File: config.mk
export PLATFORM = sky130hd
export DESIGN_NAME = pdeg_top
export DESIGN_NICKNAME = d
export VERILOG_FILES = /design/src/rtl/pdeg_pkg.sv /design/src/rtl/pdeg_sync.sv /design/src/rtl/pdeg_top.sv
export SDC_FILE = /design/constraint.sdc
export NUM_CORES = 1
export LEC_CHECK = 0
export ABC_AREA = 1
export BUFFER_PORTS_ARGS = -buffer_cell sky130_fd_sc_hd__clkbuf_2
export CAP_MARGIN = 5
export CORE_UTILIZATION = 30
export DETAILED_ROUTE_END_ITERATION = 8
export GPL_TIMING_DRIVEN = 0
export MAX_ROUTING_LAYER = met4
export PLACE_DENSITY = 0.61
export SYNTH_ARGS = -nofsm -noshare
export SYNTH_HDL_FRONTEND = slang
export SYNTH_SLANG_ARGS = --single-unit
File: constraint.sdc
create_clock -name aclk -period 3.1 [get_ports aclk]
set_input_delay 0 -clock aclk [delete_from_list [all_inputs] [get_ports aclk]]
set_output_delay 0 -clock aclk [all_outputs]
set_load 0.01 [all_outputs]
File: src/rtl/pdeg_pkg.sv
// Constants for the port D / port E general-purpose I/O block.
// Assumes an AXI4-Lite master with 32-bit data and byte addressing.
package pdeg_pkg;
  // ==========================================================
  // Widths
  localparam int PDEG_PD_W = 8;
  localparam int PDEG_PE_W = 6;
  localparam int PDEG_SPI_W = 4;
  localparam int PDEG_AW = 8;
  localparam int PDEG_DW = 32;

  // ==========================================================
  // Register indices; the byte address is four times the index
  localparam logic [5:0] PDEG_PD_DATA_IDX = 6'h03;
  localparam logic [5:0] PDEG_PD_DIR_IDX = 6'h07;
  localparam logic [5:0] PDEG_PE_DATA_IDX = 6'h08;
  localparam logic [5:0] PDEG_PE_DIR_IDX = 6'h0C;
  localparam logic [5:0] PDEG_PD_PULL_IDX = 6'h0F;
  localparam logic [7:0] PDEG_PD_DATA_ADDR = {PDEG_PD_DATA_IDX, 2'h0};
  localparam logic [7:0] PDEG_PD_DIR_ADDR = {PDEG_PD_DIR_IDX, 2'h0};
  localparam logic [7:0] PDEG_PE_DATA_ADDR = {PDEG_PE_DATA_IDX, 2'h0};
  localparam logic [7:0] PDEG_PE_DIR_ADDR = {PDEG_PE_DIR_IDX, 2'h0};
  localparam logic [7:0] PDEG_PD_PULL_ADDR = {PDEG_PD_PULL_IDX, 2'h0};

  // ==========================================================
  // Reset values
  localparam logic [7:0] PDEG_PD_DIR_RST = 8'h00;
  localparam logic [7:0] PDEG_PD_PULL_RST = 8'h00;
  localparam logic [5:0] PDEG_PE_DIR_RST = 6'h00;
  localparam logic [7:0] PDEG_PD_OE_N_RST = 8'hFF;
  localparam logic [5:0] PDEG_PE_OE_N_RST = 6'h3F;
  localparam logic [7:0] PDEG_PD_OUT_RST = 8'h00;
  localparam logic [5:0] PDEG_PE_OUT_RST = 6'h00;

  // ==========================================================
  // Serial pin sharing on port E
  localparam int PDEG_PE_TX_BIT = 0;
  localparam int PDEG_PE_RX_BIT = 1;
  localparam logic [5:0] PDEG_PE_SERIAL_MASK = 6'h03;
  localparam logic PDEG_RX_IDLE = 1'h1;

  // ==========================================================
  // Bus responses
  localparam logic [1:0] PDEG_RESP_OKAY = 2'h0;
  localparam logic [1:0] PDEG_RESP_SLVERR = 2'h2;
endpackage : pdeg_pkg

File: src/rtl/pdeg_sync.sv
// Two-flop synchroniser for a vector of pin levels.
// Assumes each bit is an independent level; no bus coherence.
`timescale 1ns/1ps
module pdeg_sync #(
  parameter int W = 8
) (
  input wire logic clk,
  input wire logic rst_n,
  input wire logic [W-1:0] async_in,
  output logic [W-1:0] sync_out
);
  logic [W-1:0] meta;

  // ==========================================================
  // Stage one feeds only stage two
  always_ff @(posedge clk) begin
    if (!rst_n) begin
      meta <= '0;
      sync_out <= '0;
    end else begin
      meta <= async_in;
      sync_out <= meta;
    end
  end
endmodule : pdeg_sync

File: src/rtl/pdeg_top.sv
// Port D (8 pins, pullups, shared with SPI) and port E (6 pins, two shared
// with the serial module) general-purpose I/O with an AXI4-Lite slave.
// Assumes SPI and serial control signals arrive on aclk; pins are async.
//
// Functional notes
// - Port D direction 1 enables pin driver
// - Reset clears all port D directions
// - Port D read: latch if output, else pin
// - Data latches always writable, input pins unaffected
// - Pullup only when enabled and input
// - Output direction disconnects pullup automatically
// - Eight pullup enable bits at index 0x0F
// - Reset clears all pullup enables
// - Port E has six bits only
// - Reset makes port E inputs; 1 drives
// - Reset leaves data latches untouched
// - Port E read: latch if output, else pin
// - Serial ownership overrides port E direction driver
// - Port E bit 1 feeds serial receive
// - Port E bit 0 driven by serial transmit
// - SPI ownership overrides port D direction driver
//
// The implementer's own choice: the AXI4-Lite interface to the registers.
`timescale 1ns/1ps
module pdeg_top
  import pdeg_pkg::*;
(
  input wire logic aclk,
  input wire logic aresetn,
  input wire logic [PDEG_AW-1:0] awaddr,
  input wire logic awvalid,
  output logic awready,
  input wire logic [PDEG_DW-1:0] wdata,
  input wire logic [3:0] wstrb,
  input wire logic wvalid,
  output logic wready,
  output logic [1:0] bresp,
  output logic bvalid,
  input wire logic bready,
  input wire logic [PDEG_AW-1:0] araddr,
  input wire logic arvalid,
  output logic arready,
  output logic [PDEG_DW-1:0] rdata,
  output logic [1:0] rresp,
  output logic rvalid,
  input wire logic rready,
  input wire logic [PDEG_PD_W-1:0] pd_in,
  output logic [PDEG_PD_W-1:0] pd_out,
  output logic [PDEG_PD_W-1:0] pd_oe_n,
  output logic [PDEG_PD_W-1:0] pd_pullup,
  input wire logic [PDEG_PE_W-1:0] pe_in,
  output logic [PDEG_PE_W-1:0] pe_out,
  output logic [PDEG_PE_W-1:0] pe_oe_n,
  input wire logic [PDEG_SPI_W-1:0] spi_pin_own,
  input wire logic [PDEG_SPI_W-1:0] spi_pin_drive,
  input wire logic [PDEG_SPI_W-1:0] spi_pin_out,
  output logic [PDEG_SPI_W-1:0] spi_pin_in,
  input wire logic serial_module_enable,
  input wire logic serial_txd,
  output logic serial_rxd
);
  logic [PDEG_PD_W-1:0] port_d_latch;
  logic [PDEG_PD_W-1:0] port_d_dir;
  logic [PDEG_PD_W-1:0] port_d_pull_en;
  logic [PDEG_PE_W-1:0] port_e_latch;
  logic [PDEG_PE_W-1:0] port_e_dir;
  logic [PDEG_PD_W-1:0] pd_sync;
  logic [PDEG_PE_W-1:0] pe_sync;
  logic aw_held, w_held;
  logic [PDEG_AW-1:0] awaddr_q;
  logic [PDEG_DW-1:0] wdata_q;
  logic [3:0] wstrb_q;
  logic aw_fire, w_fire, ar_fire, do_write, wr_byte;
  logic next_aw_held, next_w_held, next_bvalid, next_rvalid;
  logic wr_pd_data, wr_pd_dir, wr_pe_data, wr_pe_dir, wr_pd_pull, wr_mapped;
  logic [PDEG_PD_W-1:0] next_port_d_latch, next_port_d_dir, next_port_d_pull_en;
  logic [PDEG_PE_W-1:0] next_port_e_latch, next_port_e_dir;
  logic [PDEG_PD_W-1:0] pd_own, pd_spi_drv, pd_spi_val;
  logic [PDEG_PD_W-1:0] next_pd_drv, next_pd_val;
  logic [PDEG_PE_W-1:0] pe_own, next_pe_drv, next_pe_val;
  logic [PDEG_PD_W-1:0] pd_view;
  logic [PDEG_PE_W-1:0] pe_view;
  logic [PDEG_DW-1:0] rd_word;
  logic rd_mapped;

  // ==========================================================
  // Pin synchronisers
  pdeg_sync #(.W(PDEG_PD_W)) u_pd_sync (
    .clk(aclk),
    .rst_n(aresetn),
    .async_in(pd_in),
    .sync_out(pd_sync)
  );

  pdeg_sync #(.W(PDEG_PE_W)) u_pe_sync (
    .clk(aclk),
    .rst_n(aresetn),
    .async_in(pe_in),
    .sync_out(pe_sync)
  );

  // ==========================================================
  // Bus handshake and write decode
  always_comb begin
    aw_fire = awvalid & awready;
    w_fire = wvalid & wready;
    ar_fire = arvalid & arready;
    do_write = aw_held & w_held;
    next_aw_held = (aw_held | aw_fire) & ~do_write;
    next_w_held = (w_held | w_fire) & ~do_write;
    next_bvalid = do_write | (bvalid & ~bready);
    next_rvalid = ar_fire | (rvalid & ~rready);
    wr_byte = do_write & wstrb_q[0];
    wr_pd_data = wr_byte & (awaddr_q == PDEG_PD_DATA_ADDR);
    wr_pd_dir = wr_byte & (awaddr_q == PDEG_PD_DIR_ADDR);
    wr_pe_data = wr_byte & (awaddr_q == PDEG_PE_DATA_ADDR);
    wr_pe_dir = wr_byte & (awaddr_q == PDEG_PE_DIR_ADDR);
    wr_pd_pull = wr_byte & (awaddr_q == PDEG_PD_PULL_ADDR);
    wr_mapped = (awaddr_q == PDEG_PD_DATA_ADDR) | (awaddr_q == PDEG_PD_DIR_ADDR) |
                (awaddr_q == PDEG_PE_DATA_ADDR) | (awaddr_q == PDEG_PE_DIR_ADDR) |
                (awaddr_q == PDEG_PD_PULL_ADDR);
  end

  always_ff @(posedge aclk) begin
    if (!aresetn) begin
      aw_held <= 1'h0;
      w_held <= 1'h0;
      awready <= 1'h0;
      wready <= 1'h0;
      bvalid <= 1'h0;
      bresp <= PDEG_RESP_OKAY;
    end else begin
      aw_held <= next_aw_held;
      w_held <= next_w_held;
      awready <= ~next_aw_held & ~next_bvalid;
      wready <= ~next_w_held & ~next_bvalid;
      bvalid <= next_bvalid;
      if (do_write) begin
        bresp <= wr_mapped ? PDEG_RESP_OKAY : PDEG_RESP_SLVERR;
      end
    end
  end

  // Request payloads are held until the write is performed
  always_ff @(posedge aclk) begin
    if (!aresetn) begin
      awaddr_q <= '0;
      wdata_q <= '0;
      wstrb_q <= 4'h0;
    end else begin
      if (aw_fire) begin
        awaddr_q <= awaddr;
      end
      if (w_fire) begin
        wdata_q <= wdata;
        wstrb_q <= wstrb;
      end
    end
  end

  // ==========================================================
  // Register next values
  always_comb begin
    next_port_d_latch = wr_pd_data ? wdata_q[PDEG_PD_W-1:0] : port_d_latch;
    next_port_e_latch = wr_pe_data ? wdata_q[PDEG_PE_W-1:0] : port_e_latch;
    next_port_d_dir = wr_pd_dir ? wdata_q[PDEG_PD_W-1:0] : port_d_dir;
    next_port_e_dir = wr_pe_dir ? wdata_q[PDEG_PE_W-1:0] : port_e_dir;
    next_port_d_pull_en = wr_pd_pull ? wdata_q[PDEG_PD_W-1:0] : port_d_pull_en;
  end

  // Data latches have no reset
  always_ff @(posedge aclk) begin
    port_d_latch <= next_port_d_latch;
    port_e_latch <= next_port_e_latch;
  end

  always_ff @(posedge aclk) begin
    if (!aresetn) begin
      port_d_dir <= PDEG_PD_DIR_RST;
      port_e_dir <= PDEG_PE_DIR_RST;
      port_d_pull_en <= PDEG_PD_PULL_RST;
    end else begin
      port_d_dir <= next_port_d_dir;
      port_e_dir <= next_port_e_dir;
      port_d_pull_en <= next_port_d_pull_en;
    end
  end

  // ==========================================================
  // Pin drivers; computed from next values so pins follow the write edge
  always_comb begin
    pd_own = {{(PDEG_PD_W-PDEG_SPI_W){1'h0}}, spi_pin_own};
    pd_spi_drv = {{(PDEG_PD_W-PDEG_SPI_W){1'h0}}, spi_pin_drive};
    pd_spi_val = {{(PDEG_PD_W-PDEG_SPI_W){1'h0}}, spi_pin_out};
    next_pd_drv = (pd_own & pd_spi_drv) | (~pd_own & next_port_d_dir);
    next_pd_val = (pd_own & pd_spi_val) | (~pd_own & next_port_d_dir & next_port_d_latch);
    pe_own = serial_module_enable ? PDEG_PE_SERIAL_MASK : 6'h00;
    next_pe_drv = ~pe_own & next_port_e_dir;
    next_pe_val = ~pe_own & next_port_e_dir & next_port_e_latch;
    if (serial_module_enable) begin
      next_pe_drv[PDEG_PE_TX_BIT] = 1'h1;
      next_pe_val[PDEG_PE_TX_BIT] = serial_txd;
    end
  end

  always_ff @(posedge aclk) begin
    if (!aresetn) begin
      pd_oe_n <= PDEG_PD_OE_N_RST;
      pd_out <= PDEG_PD_OUT_RST;
      pd_pullup <= PDEG_PD_PULL_RST;
      pe_oe_n <= PDEG_PE_OE_N_RST;
      pe_out <= PDEG_PE_OUT_RST;
    end else begin
      pd_oe_n <= ~next_pd_drv;
      pd_out <= next_pd_val;
      pd_pullup <= next_port_d_pull_en & ~next_port_d_dir & ~next_pd_drv;
      pe_oe_n <= ~next_pe_drv;
      pe_out <= next_pe_val;
    end
  end

  // Peripheral receive paths
  always_ff @(posedge aclk) begin
    if (!aresetn) begin
      serial_rxd <= PDEG_RX_IDLE;
      spi_pin_in <= '0;
    end else begin
      serial_rxd <= serial_module_enable ? pe_sync[PDEG_PE_RX_BIT] : PDEG_RX_IDLE;
      spi_pin_in <= pd_sync[PDEG_SPI_W-1:0];
    end
  end

  // ==========================================================
  // Read path
  always_comb begin
    pd_view = (port_d_dir & port_d_latch) | (~port_d_dir & pd_sync);
    pe_view = (port_e_dir & port_e_latch) | (~port_e_dir & pe_sync);
    rd_word = '0;
    rd_mapped = 1'h1;
    unique case (araddr)
      PDEG_PD_DATA_ADDR: rd_word = {{(PDEG_DW-PDEG_PD_W){1'h0}}, pd_view};
      PDEG_PD_DIR_ADDR: rd_word = {{(PDEG_DW-PDEG_PD_W){1'h0}}, port_d_dir};
      PDEG_PE_DATA_ADDR: rd_word = {{(PDEG_DW-PDEG_PE_W){1'h0}}, pe_view};
      PDEG_PE_DIR_ADDR: rd_word = {{(PDEG_DW-PDEG_PE_W){1'h0}}, port_e_dir};
      PDEG_PD_PULL_ADDR: rd_word = {{(PDEG_DW-PDEG_PD_W){1'h0}}, port_d_pull_en};
      default: rd_mapped = 1'h0;
    endcase
  end

  always_ff @(posedge aclk) begin
    if (!aresetn) begin
      arready <= 1'h0;
      rvalid <= 1'h0;
      rdata <= '0;
      rresp <= PDEG_RESP_OKAY;
    end else begin
      arready <= ~next_rvalid;
      rvalid <= next_rvalid;
      if (ar_fire) begin
        rdata <= rd_word;
        rresp <= rd_mapped ? PDEG_RESP_OKAY : PDEG_RESP_SLVERR;
      end
    end
  end

  // ==========================================================
  // Assertions
  reset_clears_a: assert property (@(posedge aclk) disable iff (!aresetn)
    $past(!aresetn) |-> (port_d_dir == 8'h00) && (port_e_dir == 6'h00) &&
      (port_d_pull_en == 8'h00) && (pd_pullup == 8'h00))
    else $error("control registers not cleared by reset");

  pd_driver_a: assert property (@(posedge aclk) disable iff (!aresetn)
    $past(aresetn) |-> pd_oe_n ==
      ~(($past(pd_own) & $past(pd_spi_drv)) | (~$past(pd_own) & port_d_dir)))
    else $error("port D driver enable wrong");

  pullup_gate_a: assert property (@(posedge aclk) disable iff (!aresetn)
    pd_pullup == (port_d_pull_en & ~port_d_dir & pd_oe_n))
    else $error("pullup connected while output or disabled");

  pd_readback_a: assert property (@(posedge aclk) disable iff (!aresetn)
    (ar_fire && araddr == PDEG_PD_DATA_ADDR) |=> rvalid &&
      rdata == {24'h000000, $past(pd_view)} &&
      rdata[7:0] == (($past(port_d_dir) & $past(port_d_latch)) |
        (~$past(port_d_dir) & $past(pd_sync))))
    else $error("port D read mux wrong");

  pe_readback_a: assert property (@(posedge aclk) disable iff (!aresetn)
    (ar_fire && araddr == PDEG_PE_DATA_ADDR) |=> rvalid && rdata[31:6] == 26'h0 &&
      rdata[5:0] == (($past(port_e_dir) & $past(port_e_latch)) |
        (~$past(port_e_dir) & $past(pe_sync))))
    else $error("port E read mux wrong");

  latch_write_a: assert property (@(posedge aclk) disable iff (!aresetn)
    wr_pd_data |=> port_d_latch == $past(wdata_q[7:0]) && bvalid)
    else $error("port D latch write lost");

  serial_tx_a: assert property (@(posedge aclk) disable iff (!aresetn)
    serial_module_enable |=> !pe_oe_n[0] && pe_out[0] == $past(serial_txd) &&
      pe_oe_n[1])
    else $error("serial transmit pin not owned");

  serial_rx_a: assert property (@(posedge aclk) disable iff (!aresetn)
    serial_module_enable |=> serial_rxd == $past(pe_sync[1]))
    else $error("serial receive path wrong");

  gpio_e_drive_a: assert property (@(posedge aclk) disable iff (!aresetn)
    (!serial_module_enable && $past(aresetn)) |=>
      pe_oe_n == ~port_e_dir && pe_out == (port_e_dir & port_e_latch))
    else $error("port E gpio driver wrong");

  write_resp_a: assert property (@(posedge aclk) disable iff (!aresetn)
    (aw_held && w_held) |=> bvalid ##0 (!awready && !wready))
    else $error("write response not raised");

  pd_write_c: cover property (@(posedge aclk) disable iff (!aresetn) wr_pd_data);
  pe_read_c: cover property (@(posedge aclk) disable iff (!aresetn)
    ar_fire && araddr == PDEG_PE_DATA_ADDR);
  serial_on_c: cover property (@(posedge aclk) disable iff (!aresetn)
    serial_module_enable ##1 !pe_oe_n[0]);
  pullup_on_c: cover property (@(posedge aclk) disable iff (!aresetn) pd_pullup != 8'h00);
endmodule : pdeg_top

==> out/metrics.yaml <==
placement:
  portBuffers: 115
  dp_hpwl_um: 10500
  gp_congestion: 0.845
  pre_cts_slack_ns: 1.38
sta:
  relSlewSlack: 0.407
  min_period_ns: 2.17
  finalHoldViolCount: 0
  report.final.slew_viol_count: 0
  rsz0062_at_grt: "no"
  postLayoutSetupSlackWorst_ns: 0.934
  fin_crit_sh: 0.699
  worst_pin_slew_ns: 0.885
  tns_ns: 0
  clock_skew_ns: 0.0160
  fmax_mhz: 462
  setup_violations: 0
cells_and_area:
  final_util: 0.436
  fill_cells: 1777
  syn2layout_area_growth_pct: 41.4
  fin_nets: 1010
  n_antenna_cell: 0
  drive_above_1_share: 0.222
critical_path:
  cp_max_fo: 10
  critPathKind: "input port to flip-flop"
  r2r_start: "awaddr_q[7]"
  cp.required_ns: 3.47
  cp-startpoint: "aresetn"
  startpoint_type: "input port"
  endpoint_kind: "flip-flop"
  ff2ff_setup_slack_ns: 1.03
  cp.arrival_ns: 2.53
power:
  leakage_nw: 3.77
  irDropWorstVdd_mv: 0.393
  pwr-share-clk: 0.491
  p_int_w: 0.00339
  swShare: 0.225
  combPwrFrac: 0.080
  p_switching_w: 0.000985
  sequentialPowerShare: 0.429
  p_per_area_nw_per_um2: 580
drt:
  vias: 4877
  viasPerCell: 4.20
  wl_um: 14900
  drc_errors: 0
  drtIter0Drc: 287
  wire_per_inst_um: 12.8
  ant_nets: 0
  dr.pass1.iters: 5
min_path:
  worstHoldPathType: "input port to flip-flop"
  min_from: "awvalid"
clock_network:
  ctsResizeCount: 0
  htreeDepth: 4
  cts_buffer_depth: 2
  cts_root_buf: "clkbuf_16"
  post-cts-setup-buffers: 0
  clk_latency_ns: 0.42
  cts_buffers: 17
  clk_pin_slew_worst_paths_ns: 0.06
  cts_sinks: 139
  tritoncts: "done"
synthesis:
  synth_fa_ha_area_frac: 0
  yosysWarnings: 0
  yosys-top-cells-count: "185 x nand2_1, 139 x dfxtp_1, 103 x inv_1"
  synth_ff_type: "dfxtp_1"
  synthTopCellsByArea: "dfxtp_1 52%, nand2_1 13%, inv_1 7.3%"
  synth_largest_area_cell: "dfxtp_1"
  synth-xor-area-share: 0
  synthSimpleGateAreaFrac: 0.256
  synth_compound_area_frac: 0.0918
  synthMuxAreaShare: 0
  yosysTopAreaCellShare: 0.522
  synth.distinct_cells: 32
  synth_area_um2: 5330
  syn_area_per_cell_um2: 7.60
  yosysMostFrequentCell: "nand2_1"
  ys_seq_area_frac: 0.522
  async_reset_ff_frac: 0
  synth-edff-count: 0
  synth_top_family_by_area: "simple AND/OR/NAND/NOR gates"
  netlist_instances: 701
  synth.ff_latch_count: 139
die:
  dieArea_um2: 18300
  core_um2: 17300
  dieWidth_um: 135
  fp-row-count: 48
  io_pins: 169
  dieHeight_um: 135
  initial_core_util: 0.308
job:
  cap_violations: 0
global_route:
  grt_pass1_wl_um: 24000
  grt_pass1_vias: 4881
  grt_use_total: 0.182
  overflow: 0
  antenna_found_initial: 0
  grt_max_degree: 17
outcome:
  status: "complete, no violations"
-- kinds of logic after synthesis --
logic type / after synthesis
and+or+nand+nor: 316
buffers and inverters: 152
DFF: 139
AOI/OAI and AO/OA: 93
other: 1
-- power groups by stage --
stage | registers [W] | logic [W] | clock network [W]
after floorplan | 0.00192 | 0.000165 | 0
after global placement | 0.00191 | 0.000284 | 0
after detailed placement | 0.00191 | 0.000285 | 0
after CTS | 0.00188 | 0.000347 | 0.00217
after global routing | 0.00188 | 0.000391 | 0.00226
final | 0.00188 | 0.000349 | 0.00215
-- per-stage QoR --
stage               hold WS [ns]  cells  area [um^2]  power (W)
floorplan                 0.0976    726         5420    0.00208
global placement           0.185   1066         6280    0.00220
detailed placement         0.184   1066         6280    0.00220
CTS                      0.00456   1160         7530    0.00440
global route              0.0761   1160         7530    0.00453
finish                    0.0144   1160         7530    0.00437
-- worst max-delay path, stage by stage --
cell and delay (ns):
dlygate4sd3_1 0.55, clkbuf_2 0.18, clkbuf_1 0.41, nand2_1 0.10, inv_1 0.10, nand2_1 0.05, dlygate4sd3_1 0.55, nand2_1 0.07
dlygate4sd3_1 0.53
-- worst paths after layout --
path,to,cells past startpoint
min reg2reg,u_pe_sync.sync_out[1],2
min,awready,4
max,pe_out[0],9
max reg2reg,pd_out[3],10
-- sequential cells by signal, indices dropped and copies added (netlist names), 4 cells and up --
| name | cells |
|---|---|
| port_d_pull_en | 8 |
| pe_oe_n | 6 |
| port_d_dir | 8 |
| pd_oe_n | 8 |
| u_pe_sync.meta | 6 |
| wdata_q | 8 |
| u_pe_sync.sync_out | 6 |
| pe_out | 6 |
| spi_pin_in | 4 |
| u_pd_sync.meta | 8 |
| u_pd_sync.sync_out | 8 |
| rdata | 8 |
| pd_out | 8 |
| port_d_latch | 8 |
| port_e_latch | 6 |
| pd_pullup | 8 |
| port_e_dir | 6 |
| awaddr_q | 8 |
-- cells in the final DEF (no fill, tap or decap), types with 7 or more instances in the layout --
| cell | instances |
|---|---|
| clkbuf_16 | 17 |
| a21oi_1 | 27 |
| nor3_2 | 7 |
| nor3_1 | 8 |
| conb_1 | 26 |
| inv_1 | 103 |
| dfxtp_1 | 139 |
| o21ai_0 | 54 |
| dlygate4sd3_1 | 63 |
| buf_4 | 27 |
| nand2_1 | 185 |
| clkbuf_1 | 13 |
| nor2_2 | 10 |
| nor2_1 | 64 |
| clkbuf_2 | 115 |
| nand3_1 | 31 |
-- layer usage --
layer  wire length (um)  share of wire  vias to the layer above  track usage
li1                   -              -                     2548            -
met1               6800           0.46                     2170        0.214
met2               7000           0.47                      143        0.297
met3                837          0.056                       16       0.0471
met4                259          0.017                        0       0.0662
met5                  0              0                        -            -
-- final cells by class --
class,instances,area [um^2],share of cell area
well taps,225,282,0.0374
repair buffers,178,1210,0.160
inverters,110,419,0.0556
clock buffers,20,457,0.0606
clock inverters,11,169,0.0224
multi-input cells,435,1950,0.259
flip-flops and latches,139,2780,0.369
plain buffers,42,268,0.0355
-- timing repair --
item	in CTS	in global routing
setup endpoints to repair	0	0
hold buffers	63	0
hold endpoints to repair	61	0
(Power assumes the default switching activity.)
